`src/design/rpa_pkg.sv`:
```
// shared constants for the row repair and activate limit block
// assumes one 125 MHz device clock and decoded commands from a controller
//
// Contract
// - background row protection; limit code reads 1000
// - limit code in bits 3:0, upper don't care
// - soft repair is temporary and replaceable
// - hard repair permanent; no repairs over it
// - page 2 location 0 shows repair support
// - one repair row per bank, 16 or 8
// - hard entry allowed with soft repairs recorded
// - banks repair independently of each other
// - soft over soft reuses the row
// - hard over soft takes the row
// - hard repair never cleared or overwritten; reset clears it here
// - mode register four bits 13 and 5
// - write-autoprecharge form keeps other banks refreshed
// - plain write form: no refresh, no retention
// - four guard keys to register zero, spaced
package rpa_pkg;

  // ---------------------------------------------------------------
  // geometry
  // ---------------------------------------------------------------
  localparam int BANKS = 16;
  localparam int BANK_W = 4;
  localparam int ROW_W = 18;
  localparam int ADDR_W = 18;

  // ---------------------------------------------------------------
  // command and state encodings
  // ---------------------------------------------------------------
  typedef enum logic [2:0] {
    RPA_CMD_NOP = 3'b000,
    RPA_CMD_MRS = 3'b001,
    RPA_CMD_ACT = 3'b010,
    RPA_CMD_WR = 3'b011,
    RPA_CMD_WRA = 3'b100,
    RPA_CMD_PRE = 3'b101,
    RPA_CMD_REF = 3'b110,
    RPA_CMD_MPR = 3'b111
  } rpa_cmd_e;

  typedef enum logic [1:0] {
    RPA_FIX_EMPTY = 2'b00,
    RPA_FIX_SOFT = 2'b01,
    RPA_FIX_HARD = 2'b10
  } rpa_fix_e;

  // ---------------------------------------------------------------
  // mode registers and guard keys
  // ---------------------------------------------------------------
  localparam logic [3:0] MR_SEL_ZERO = 4'h0;
  localparam logic [3:0] MR_SEL_FOUR = 4'h4;
  localparam int MR4_HARD_BIT = 13;
  localparam int MR4_SOFT_BIT = 5;
  localparam logic [4:0] GUARD_KEY0 = 5'h19;
  localparam logic [4:0] GUARD_KEY1 = 5'h0F;
  localparam logic [4:0] GUARD_KEY2 = 5'h17;
  localparam logic [4:0] GUARD_KEY3 = 5'h07;
  localparam logic [6:0] GUARD_LOW_ONES = 7'h7F;
  localparam logic [2:0] GUARD_STEPS = 3'h4;
  // mode-set delay between guard keys, in device clocks
  localparam logic [7:0] MODE_SET_CYCLES = 8'h18;

  // ---------------------------------------------------------------
  // readout pages
  // ---------------------------------------------------------------
  localparam logic [1:0] PAGE_TWO = 2'h2;
  localparam logic [1:0] PAGE_THREE = 2'h3;
  localparam logic [1:0] LOC_ZERO = 2'h0;
  localparam logic [1:0] LOC_THREE = 2'h3;
  localparam int HARD_SUPPORT_BIT = 7;
  localparam int SOFT_SUPPORT_BIT = 6;
  localparam logic [3:0] ACT_LIMIT_UNLIMITED = 4'h8;
  localparam logic [7:0] RD_DATA_RESET = 8'h00;

endpackage : rpa_pkg

```
`src/design/rpa_guard_keys.sv`:
```
// guard key checker for repair entry
// assumes commands are decoded and valid for one clock each
`timescale 1ns/1ns
module rpa_guard_keys (
  // clock and reset
  input wire logic mclk_in,
  input wire logic rst_in,
  // decoded command
  input wire logic cmd_valid_in,
  input wire logic [2:0] cmd_in,
  input wire logic [3:0] mr_sel_in,
  input wire logic [17:0] addr_in,
  // a repair mode bit is set
  input wire logic mode_on_in,
  // all four keys accepted
  output logic keys_ok_out
);

  // ---------------------------------------------------------------
  // key sequencing
  // ---------------------------------------------------------------
  logic [2:0] step;
  logic [2:0] next_step;
  logic [7:0] gap;
  logic [7:0] next_gap;
  logic [4:0] want;
  logic is_mr0;

  // expected key for the current step
  always_comb
  begin
    case (step)
      3'h0: want = rpa_pkg::GUARD_KEY0;
      3'h1: want = rpa_pkg::GUARD_KEY1;
      3'h2: want = rpa_pkg::GUARD_KEY2;
      default: want = rpa_pkg::GUARD_KEY3;
    endcase
  end

  assign is_mr0 = cmd_valid_in && cmd_in == rpa_pkg::RPA_CMD_MRS &&
                  mr_sel_in == rpa_pkg::MR_SEL_ZERO;

  // any stray command or early key drops the sequence
  always_comb
  begin
    next_step = step;
    next_gap = (gap == rpa_pkg::MODE_SET_CYCLES) ? gap : gap + 8'h01;
    if (!mode_on_in)
      next_step = 3'h0;
    else if (is_mr0 && step != rpa_pkg::GUARD_STEPS &&
             addr_in[11:7] == want &&
             addr_in[6:0] == rpa_pkg::GUARD_LOW_ONES &&
             (step == 3'h0 || gap == rpa_pkg::MODE_SET_CYCLES))
    begin
      next_step = step + 3'h1;
      next_gap = 8'h01;
    end
    else if (cmd_valid_in && cmd_in == rpa_pkg::RPA_CMD_MRS &&
             step != rpa_pkg::GUARD_STEPS)
      next_step = 3'h0;
    else if (cmd_valid_in && step != rpa_pkg::GUARD_STEPS &&
             step != 3'h0 && cmd_in != rpa_pkg::RPA_CMD_NOP)
      next_step = 3'h0;
  end

  // registers only
  always_ff @(posedge mclk_in)
  begin
    if (rst_in)
    begin
      step <= 3'h0;
      gap <= 8'h00;
    end
    else
    begin
      step <= next_step;
      gap <= next_gap;
    end
  end

  assign keys_ok_out = (step == rpa_pkg::GUARD_STEPS);

endmodule : rpa_guard_keys

```
`src/design/rpa_row_store.sv`:
```
// repair address store, one row word per bank
// assumes single writer; read data is registered
`timescale 1ns/1ns
module rpa_row_store (
  // clock and reset
  input wire logic mclk_in,
  input wire logic rst_in,
  // write port
  input wire logic wr_en_in,
  input wire logic [3:0] wr_bank_in,
  input wire logic [17:0] wr_row_in,
  // read port
  input wire logic [3:0] rd_bank_in,
  output logic [17:0] rd_row_out
);

  // ---------------------------------------------------------------
  // storage
  // ---------------------------------------------------------------
  logic [17:0] mem [rpa_pkg::BANKS];
  logic [17:0] next_rd_row;

  // read mux ahead of the output register
  always_comb
  begin
    next_rd_row = mem[rd_bank_in];
  end

  // array write and registered read
  always_ff @(posedge mclk_in)
  begin
    if (wr_en_in)
      mem[wr_bank_in] <= wr_row_in;
    if (rst_in)
      rd_row_out <= 18'h00000;
    else
      rd_row_out <= next_rd_row;
  end

endmodule : rpa_row_store

```
`src/design/rpa_row_repair.sv`:
```
// row repair bookkeeping and activate limit readout
// assumes decoded controller commands, one per clock, on mclk_in
`timescale 1ns/1ns
module rpa_row_repair (
  // clock and reset
  input wire logic mclk_in,
  input wire logic rst_in,
  // organisation strap, high for sixteen-bit-wide part
  input wire logic cfg_x16_in,
  // command bus
  input wire logic cmd_valid_in,
  input wire logic [2:0] cmd_in,
  input wire logic [3:0] bank_in,
  input wire logic [17:0] addr_in,
  input wire logic wr_data_low_in,
  // readout selection for readout commands
  input wire logic [1:0] page_in,
  input wire logic [1:0] loc_in,
  // repair query
  input wire logic [3:0] query_bank_in,
  // readout answer
  output logic [7:0] rd_data_out,
  output logic rd_valid_out,
  // repair status
  output logic hard_mode_out,
  output logic soft_mode_out,
  output logic armed_out,
  output logic repair_done_out,
  output logic [15:0] data_loss_mask_out,
  output logic no_retention_out,
  output logic ref_violation_out,
  output logic [1:0] query_state_out,
  output logic [17:0] query_row_out
);

  // ---------------------------------------------------------------
  // state
  // ---------------------------------------------------------------
  rpa_pkg::rpa_fix_e bank_state [rpa_pkg::BANKS];
  rpa_pkg::rpa_fix_e next_bank_state [rpa_pkg::BANKS];
  logic x16;
  logic strap_taken;
  logic act_open;
  logic next_act_open;
  logic [3:0] act_bank;
  logic [3:0] next_act_bank;
  logic [17:0] act_row;
  logic [17:0] next_act_row;
  logic [7:0] next_rd_data;
  logic next_rd_valid;
  logic next_hard_mode;
  logic next_soft_mode;
  logic next_repair_done;
  logic [15:0] next_loss_mask;
  logic next_no_ret;
  logic next_ref_viol;
  logic [1:0] next_query_state;
  logic keys_ok;
  logic armed;
  logic bank_ok;
  logic fire;
  logic store_wr;
  logic [15:0] hard_vec;
  logic [15:0] soft_vec;

  // ---------------------------------------------------------------
  // helpers
  // ---------------------------------------------------------------
  rpa_guard_keys u_keys (
    .mclk_in(mclk_in),
    .rst_in(rst_in),
    .cmd_valid_in(cmd_valid_in),
    .cmd_in(cmd_in),
    .mr_sel_in(bank_in),
    .addr_in(addr_in),
    .mode_on_in(hard_mode_out | soft_mode_out),
    .keys_ok_out(keys_ok)
  );

  rpa_row_store u_store (
    .mclk_in(mclk_in),
    .rst_in(rst_in),
    .wr_en_in(store_wr),
    .wr_bank_in(act_bank),
    .wr_row_in(act_row),
    .rd_bank_in(query_bank_in),
    .rd_row_out(query_row_out)
  );

  // per-bank flags for the checks
  genvar gi;
  generate
    for (gi = 0; gi < rpa_pkg::BANKS; gi++)
    begin : g_bank
      assign hard_vec[gi] = (bank_state[gi] == rpa_pkg::RPA_FIX_HARD);
      assign soft_vec[gi] = (bank_state[gi] == rpa_pkg::RPA_FIX_SOFT);
    end
  endgenerate

  // ---------------------------------------------------------------
  // repair decision
  // ---------------------------------------------------------------
  // upper eight banks do not exist on the wide part
  assign bank_ok = !x16 || !bank_in[3];
  // exactly one mode, keys done; both modes set never arms
  assign armed = keys_ok && (hard_mode_out ^ soft_mode_out);
  // repair fires on the write whose burst is all low
  assign fire = armed && act_open && cmd_valid_in && bank_ok &&
                (cmd_in == rpa_pkg::RPA_CMD_WR ||
                 cmd_in == rpa_pkg::RPA_CMD_WRA) &&
                bank_in == act_bank && wr_data_low_in;
  // a hard bank keeps its row, so the store is not written
  assign store_wr = fire &&
                    bank_state[act_bank] != rpa_pkg::RPA_FIX_HARD;

  // next values for mode, activate and repair state
  always_comb
  begin
    next_hard_mode = hard_mode_out;
    next_soft_mode = soft_mode_out;
    next_act_open = act_open;
    next_act_bank = act_bank;
    next_act_row = act_row;
    next_repair_done = 1'b0;
    next_loss_mask = data_loss_mask_out;
    next_no_ret = no_retention_out;
    next_ref_viol = ref_violation_out;
    for (int i = 0; i < rpa_pkg::BANKS; i++)
      next_bank_state[i] = bank_state[i];
    // mode bits; entry is allowed over soft repairs
    if (cmd_valid_in && cmd_in == rpa_pkg::RPA_CMD_MRS &&
        bank_in == rpa_pkg::MR_SEL_FOUR)
    begin
      next_hard_mode = addr_in[rpa_pkg::MR4_HARD_BIT];
      next_soft_mode = addr_in[rpa_pkg::MR4_SOFT_BIT];
      if (!addr_in[rpa_pkg::MR4_HARD_BIT])
      begin
        next_loss_mask = 16'h0000;
        next_no_ret = 1'b0;
        next_ref_viol = 1'b0;
      end
    end
    // activate captures the failing bank and row
    if (cmd_valid_in && cmd_in == rpa_pkg::RPA_CMD_ACT && bank_ok)
    begin
      next_act_open = 1'b1;
      next_act_bank = bank_in;
      next_act_row = addr_in;
    end
    if (cmd_valid_in && cmd_in == rpa_pkg::RPA_CMD_PRE)
      next_act_open = 1'b0;
    if (cmd_valid_in && cmd_in == rpa_pkg::RPA_CMD_WRA)
      next_act_open = 1'b0;
    // replacement: one bank only is touched
    if (fire)
    begin
      next_repair_done = 1'b1;
      case (bank_state[act_bank])
        rpa_pkg::RPA_FIX_EMPTY,
        rpa_pkg::RPA_FIX_SOFT:
          // soft reused or taken over by hard
          next_bank_state[act_bank] = hard_mode_out ?
            rpa_pkg::RPA_FIX_HARD : rpa_pkg::RPA_FIX_SOFT;
        rpa_pkg::RPA_FIX_HARD:
          // permanent, left as is
          next_bank_state[act_bank] = rpa_pkg::RPA_FIX_HARD;
        default:
          next_bank_state[act_bank] = rpa_pkg::RPA_FIX_EMPTY;
      endcase
      if (hard_mode_out && cmd_in == rpa_pkg::RPA_CMD_WRA)
      begin
        // bank under repair and its pair differing in bit 0
        next_loss_mask[{act_bank[3:1], 1'b0}] = 1'b1;
        next_loss_mask[{act_bank[3:1], 1'b1}] = 1'b1;
      end
      if (hard_mode_out && cmd_in == rpa_pkg::RPA_CMD_WR)
        next_no_ret = 1'b1;
    end
    // refresh in the plain write form is flagged
    if (cmd_valid_in && cmd_in == rpa_pkg::RPA_CMD_REF &&
        (no_retention_out || next_no_ret))
      next_ref_viol = 1'b1;
  end

  // ---------------------------------------------------------------
  // readout
  // ---------------------------------------------------------------
  // readout locations; limit is fixed unlimited
  always_comb
  begin
    next_rd_data = 8'h00;
    next_rd_valid = cmd_valid_in && cmd_in == rpa_pkg::RPA_CMD_MPR;
    next_query_state = bank_state[query_bank_in];
    if (page_in == rpa_pkg::PAGE_TWO && loc_in == rpa_pkg::LOC_ZERO)
    begin
      next_rd_data[rpa_pkg::HARD_SUPPORT_BIT] = 1'b1;
      next_rd_data[rpa_pkg::SOFT_SUPPORT_BIT] = 1'b1;
    end
    else if (page_in == rpa_pkg::PAGE_THREE &&
             loc_in == rpa_pkg::LOC_THREE)
      next_rd_data[3:0] = rpa_pkg::ACT_LIMIT_UNLIMITED;
    if (!next_rd_valid)
      next_rd_data = rd_data_out;
  end

  // ---------------------------------------------------------------
  // registers
  // ---------------------------------------------------------------
  // strap caught on the first clock after reset release
  always_ff @(posedge mclk_in)
  begin
    if (rst_in)
    begin
      x16 <= 1'b0;
      strap_taken <= 1'b0;
    end
    else if (!strap_taken)
    begin
      x16 <= cfg_x16_in;
      strap_taken <= 1'b1;
    end
  end

  // repair state is volatile here; hard rows persist until reset
  always_ff @(posedge mclk_in)
  begin
    if (rst_in)
    begin
      for (int i = 0; i < rpa_pkg::BANKS; i++)
        bank_state[i] <= rpa_pkg::RPA_FIX_EMPTY;
      hard_mode_out <= 1'b0;
      soft_mode_out <= 1'b0;
      armed_out <= 1'b0;
      act_open <= 1'b0;
      act_bank <= 4'h0;
      act_row <= 18'h00000;
      repair_done_out <= 1'b0;
      data_loss_mask_out <= 16'h0000;
      no_retention_out <= 1'b0;
      ref_violation_out <= 1'b0;
      rd_data_out <= rpa_pkg::RD_DATA_RESET;
      rd_valid_out <= 1'b0;
      query_state_out <= 2'h0;
    end
    else
    begin
      for (int i = 0; i < rpa_pkg::BANKS; i++)
        bank_state[i] <= next_bank_state[i];
      hard_mode_out <= next_hard_mode;
      soft_mode_out <= next_soft_mode;
      armed_out <= armed;
      act_open <= next_act_open;
      act_bank <= next_act_bank;
      act_row <= next_act_row;
      repair_done_out <= next_repair_done;
      data_loss_mask_out <= next_loss_mask;
      no_retention_out <= next_no_ret;
      ref_violation_out <= next_ref_viol;
      rd_data_out <= next_rd_data;
      rd_valid_out <= next_rd_valid;
      query_state_out <= next_query_state;
    end
  end

  // ---------------------------------------------------------------
  // checks
  // ---------------------------------------------------------------
  property p_limit_code;
    @(posedge mclk_in) disable iff (rst_in)
    (cmd_valid_in && cmd_in == rpa_pkg::RPA_CMD_MPR &&
     page_in == 2'h3 && loc_in == 2'h3) |=>
      rd_valid_out && rd_data_out[3:0] == 4'h8;
  endproperty
  a_limit_code: assert property (p_limit_code)
    else $error("limit code not unlimited");

  property p_support_bits;
    @(posedge mclk_in) disable iff (rst_in)
    (cmd_valid_in && cmd_in == rpa_pkg::RPA_CMD_MPR &&
     page_in == 2'h2 && loc_in == 2'h0) |=> rd_data_out[7:6] == 2'b11;
  endproperty
  a_support_bits: assert property (p_support_bits)
    else $error("repair support bits missing");

  property p_hard_sticks;
    @(posedge mclk_in) disable iff (rst_in)
    ($past(hard_vec) & ~hard_vec) == 16'h0000;
  endproperty
  a_hard_sticks: assert property (p_hard_sticks)
    else $error("hard repair was lost");

  property p_one_bank;
    @(posedge mclk_in) disable iff (rst_in)
    $countones({hard_vec, soft_vec} ^ $past({hard_vec, soft_vec})) <= 2
      && ($past(fire) || $stable(soft_vec));
  endproperty
  a_one_bank: assert property (p_one_bank)
    else $error("repair touched another bank");

  property p_mode_result;
    @(posedge mclk_in) disable iff (rst_in)
    (fire && !hard_vec[act_bank]) |=>
      repair_done_out && (soft_mode_out ? soft_vec[$past(act_bank)]
                                        : hard_vec[$past(act_bank)]);
  endproperty
  a_mode_result: assert property (p_mode_result)
    else $error("bank state not set by repair");

  property p_arm_single;
    @(posedge mclk_in) disable iff (rst_in)
    armed_out |-> $past(keys_ok) && !(hard_mode_out && soft_mode_out);
  endproperty
  a_arm_single: assert property (p_arm_single)
    else $error("armed without keys or with both modes");

  property p_keys_cause;
    @(posedge mclk_in) disable iff (rst_in)
    $rose(keys_ok) |-> $past(cmd_valid_in) && $past(bank_in) == 4'h0 &&
      $past(addr_in[11:0]) == 12'h3FF;
  endproperty
  a_keys_cause: assert property (p_keys_cause)
    else $error("keys done without fourth key");

  property p_loss_mask;
    @(posedge mclk_in) disable iff (rst_in)
    (data_loss_mask_out != 16'h0000 || no_retention_out) |->
      hard_mode_out;
  endproperty
  a_loss_mask: assert property (p_loss_mask)
    else $error("retention flags outside hard mode");

  property p_ref_flag;
    @(posedge mclk_in) disable iff (rst_in)
    $rose(ref_violation_out) |-> $past(cmd_in) == rpa_pkg::RPA_CMD_REF
      && no_retention_out;
  endproperty
  a_ref_flag: assert property (p_ref_flag)
    else $error("refresh flag without cause");

endmodule : rpa_row_repair

```
`config.mk`:
```
export PLATFORM = sky130hd
export DESIGN_NAME = rpa_row_repair
export DESIGN_NICKNAME = d
export VERILOG_FILES = /design/src/design/rpa_pkg.sv /design/src/design/rpa_guard_keys.sv /design/src/design/rpa_row_store.sv /design/src/design/rpa_row_repair.sv
export SDC_FILE = /design/constraint.sdc
export NUM_CORES = 1
export LEC_CHECK = 0
export BUFFER_PORTS_ARGS = -buffer_cell sky130_fd_sc_hd__buf_2
export CORE_ASPECT_RATIO = 1.2
export CORE_MARGIN = 8
export CORE_UTILIZATION = 45
export CTS_CLUSTER_DIAMETER = 30
export DETAILED_ROUTE_END_ITERATION = 6
export GPL_ROUTABILITY_DRIVEN = 0
export GPL_TIMING_DRIVEN = 0
export SYNTH_ARGS = -nofsm -noshare
export SYNTH_HDL_FRONTEND = slang
export SYNTH_SLANG_ARGS = --single-unit
```
`constraint.sdc`:
```
create_clock -name mclk_in -period 3.95 [get_ports mclk_in]
set_input_delay 0.79 -clock mclk_in [delete_from_list [all_inputs] [get_ports mclk_in]]
set_output_delay 0.79 -clock mclk_in [all_outputs]
set_load 0.1 [all_outputs]
```
==> out/results.tsv <==
metric	value	unit
RSZ-0062 raised after global routing	no	
synthesized area per cell	16.6	µm²
CP endpoint kind	flop	
hold crit path type	flop to flop	
Synth Register Bits	405	
pre-CTS setup slack	0.438	ns
Post-synth EDFFs	288	
startpoint types	flop	
global-route wire length before repair	59.5	mm
wire length per cell	23.7	µm
final number of hold-violating endpoints	0	
Cells after Synth	959	
CTS HTree Levels	3	
Rel. slew slack	25.8	%
DP Wirelength	24.9	mm
Yosys cell types	53	
Max Clock Skew	0.0217	ns
async set or reset register ratio after synthesis	0	%
most frequent cells in the layout	288 x edfxtp_1, 117 x dfxtp_1, 105 x mux4_2	
I/O Buffers	76	
die width	187	µm
Layout area overhead	23.4	%
initial antenna violation count	1	
final WL	38.9	mm
Syn. warnings	0	
min Tclk post-route	3.18	ns
CTS Hold Bufs	0	
Clock Pin Slew Worst Setup and Hold Paths	0.05	ns
Max IR drop VDD	251	µV
maxcap violations	0	
CP max FO	11	
Non-Filler Instances	1642	
top sig layer	met5	
leak pwr	6.22	nW
# rows	75	
n_diodes	0	
wl on met1	15.7	mm
routed length on met3	2.34	mm
post-route ant nets	0	
Root Driver	clkbuf_16	
Slew Viols, Final	0	
die area	41600	µm²
CTS Buf Count	72	
mapped cell area	15900	µm²
Skew-Pair Late Insertion Delay	0.57	ns
share of cells above drive strength 1	31.2	%
final instance area	19600	µm²
Bufs on Longest Clock Path	3	
critical path class	flop to flop	
largest net degree at the start of global routing	19	
PostCTS Resize Cnt	0	
die height	222	µm
via count	9138	
GR Overflow Total	0	
Detailed Routing Iterations Pass 1	5	
fin nets	1167	
initial core utilization	45.5	%
Max Fclk	0.314	GHz
Worst Max-Slew Pin Slew	1.11	ns
commonest non-fill, non-tap cell in the layout	edfxtp_1	
clock sinks	405	
ys flop type	edfxtp_1	
status	finished, final reports clean	
hold_ws	0.450	ns
CTS tree	built	
Core ar.	34900	µm²
Total GRT Usage	19.0	%
endpoints failing setup	0	
vias in the first global route	9760	
vias per cell	5.57	
reg-to-reg slack, setup	0.77	ns
Critical Path RT	4.23	ns
post-layout util	56.1	%
Tcrit/Tclk final	80.6	%
Placed Cells	1510	
setup bufs post-CTS	0	
routed length on met2	19.5	mm
initial drt markers	745	
post-synthesis sequential area ratio	69.2	%
WP data arrival	3.46	ns
DRC	0	
Tot Pwr	11.1	mW
num ports	89	
Post-DP Area	17100	µm²
setup total negative slack	0	ns
Pwr per Cell Area	569	nW/µm²
Final WS setup	0.766	ns
-- cells in the mapped netlist (2+ instances only) --
library cell | instances | area [µm²]
edfxtp_1 | 288 | 8650
dfxtp_1 | 117 | 2340
mux4_2 | 105 | 2360
nand2_1 | 67 | 251
nand3_1 | 48 | 240
nor2_1 | 45 | 169
clkbuf_1 | 33 | 124
o21ai_0 | 31 | 155
a21oi_1 | 27 | 135
mux2i_1 | 26 | 260
and2_1 | 23 | 144
buf_2 | 19 | 95.1
o22ai_1 | 16 | 100
nand4_1 | 15 | 93.8
buf_4 | 10 | 75.1
xor2_1 | 9 | 78.8
inv_1 | 8 | 30.0
ha_1 | 7 | 87.6
nor3_1 | 7 | 35.0
nor2b_1 | 6 | 37.5
xnor2_1 | 4 | 35.0
and4_1 | 3 | 26.3
nand2b_1 | 3 | 18.8
nand3b_1 | 3 | 22.5
a211oi_1 | 2 | 15.0
a21o_1 | 2 | 15.0
and3_1 | 2 | 12.5
buf_1 | 2 | 7.51
clkbuf_2 | 2 | 10.0
mux2_2 | 2 | 22.5
nor4b_1 | 2 | 17.5
o21ai_1 | 2 | 10.0
o21bai_1 | 2 | 15.0
or2_2 | 2 | 12.5
-- flip-flops by register name, summed over array words and instances (netlist names), 3 cells and up, named ones only --
signal / flops
act_bank: 4
act_row: 18
bank_state: 32
data_loss_mask_out: 16
u_keys.gap: 8
u_keys.step: 3
u_store.mem: 288
u_store.rd_row_out: 18
-- critical path, cell delays in order, from the launching register on --
cell and delay (ns):
dfxtp_1 0.35, inv_1 0.12, ha_1 0.31, nand3_1 0.13, nor2_1 0.16, and4_1 0.19, buf_2 0.20, buf_2 0.26
nand3_1 0.18, nor2_2 0.73, buf_8 0.24
-- layout make-up --
cell class | count | area (µm²)
timing repair buffer | 85 | 578
clock inverter | 44 | 470
fill | 2764 | 15300
clock buffer | 88 | 2000
buffer | 66 | 312
tap | 462 | 578
multi-input combinational | 484 | 4630
inverter | 8 | 30.0
sequential | 405 | 11000
-- final timing paths --
check / depth (start not counted) / from / end
worst max-delay path: 10 / hard_mode_out / u_store.mem[1][6]
worst min-delay path: 2 / data_loss_mask_out[9] / data_loss_mask_out[9]
worst max register to register: 10 / hard_mode_out / u_store.mem[1][6]
worst min register to register: 2 / data_loss_mask_out[9] / data_loss_mask_out[9]
-- per-layer routing --
metal	vias to the layer above	track usage [%]
met5	-	0
met4	2	8.32
met3	86	4.23
met2	319	32.1
met1	4631	23.1
li1	4100	-
-- where the power goes --
group / total, mW / internal (mW) / switching (mW)
Combinational: 0.410 / 0.122 / 0.288
Sequential: 4.57 / 4.54 / 0.0255
Clock: 6.16 / 3.98 / 2.18
-- cell families after synthesis --
kind of cell	share of synthesized area, %
other	0.0236
buffers and inverters	2.15
and+or+nand+nor	7.13
adders and majority gates	0.552
xor gates and xnor gates	0.717
DFF	69.2
muxes	16.7
AOI/OAI and AO/OA	3.49
Note: power is estimated with default switching activity, not from simulation.
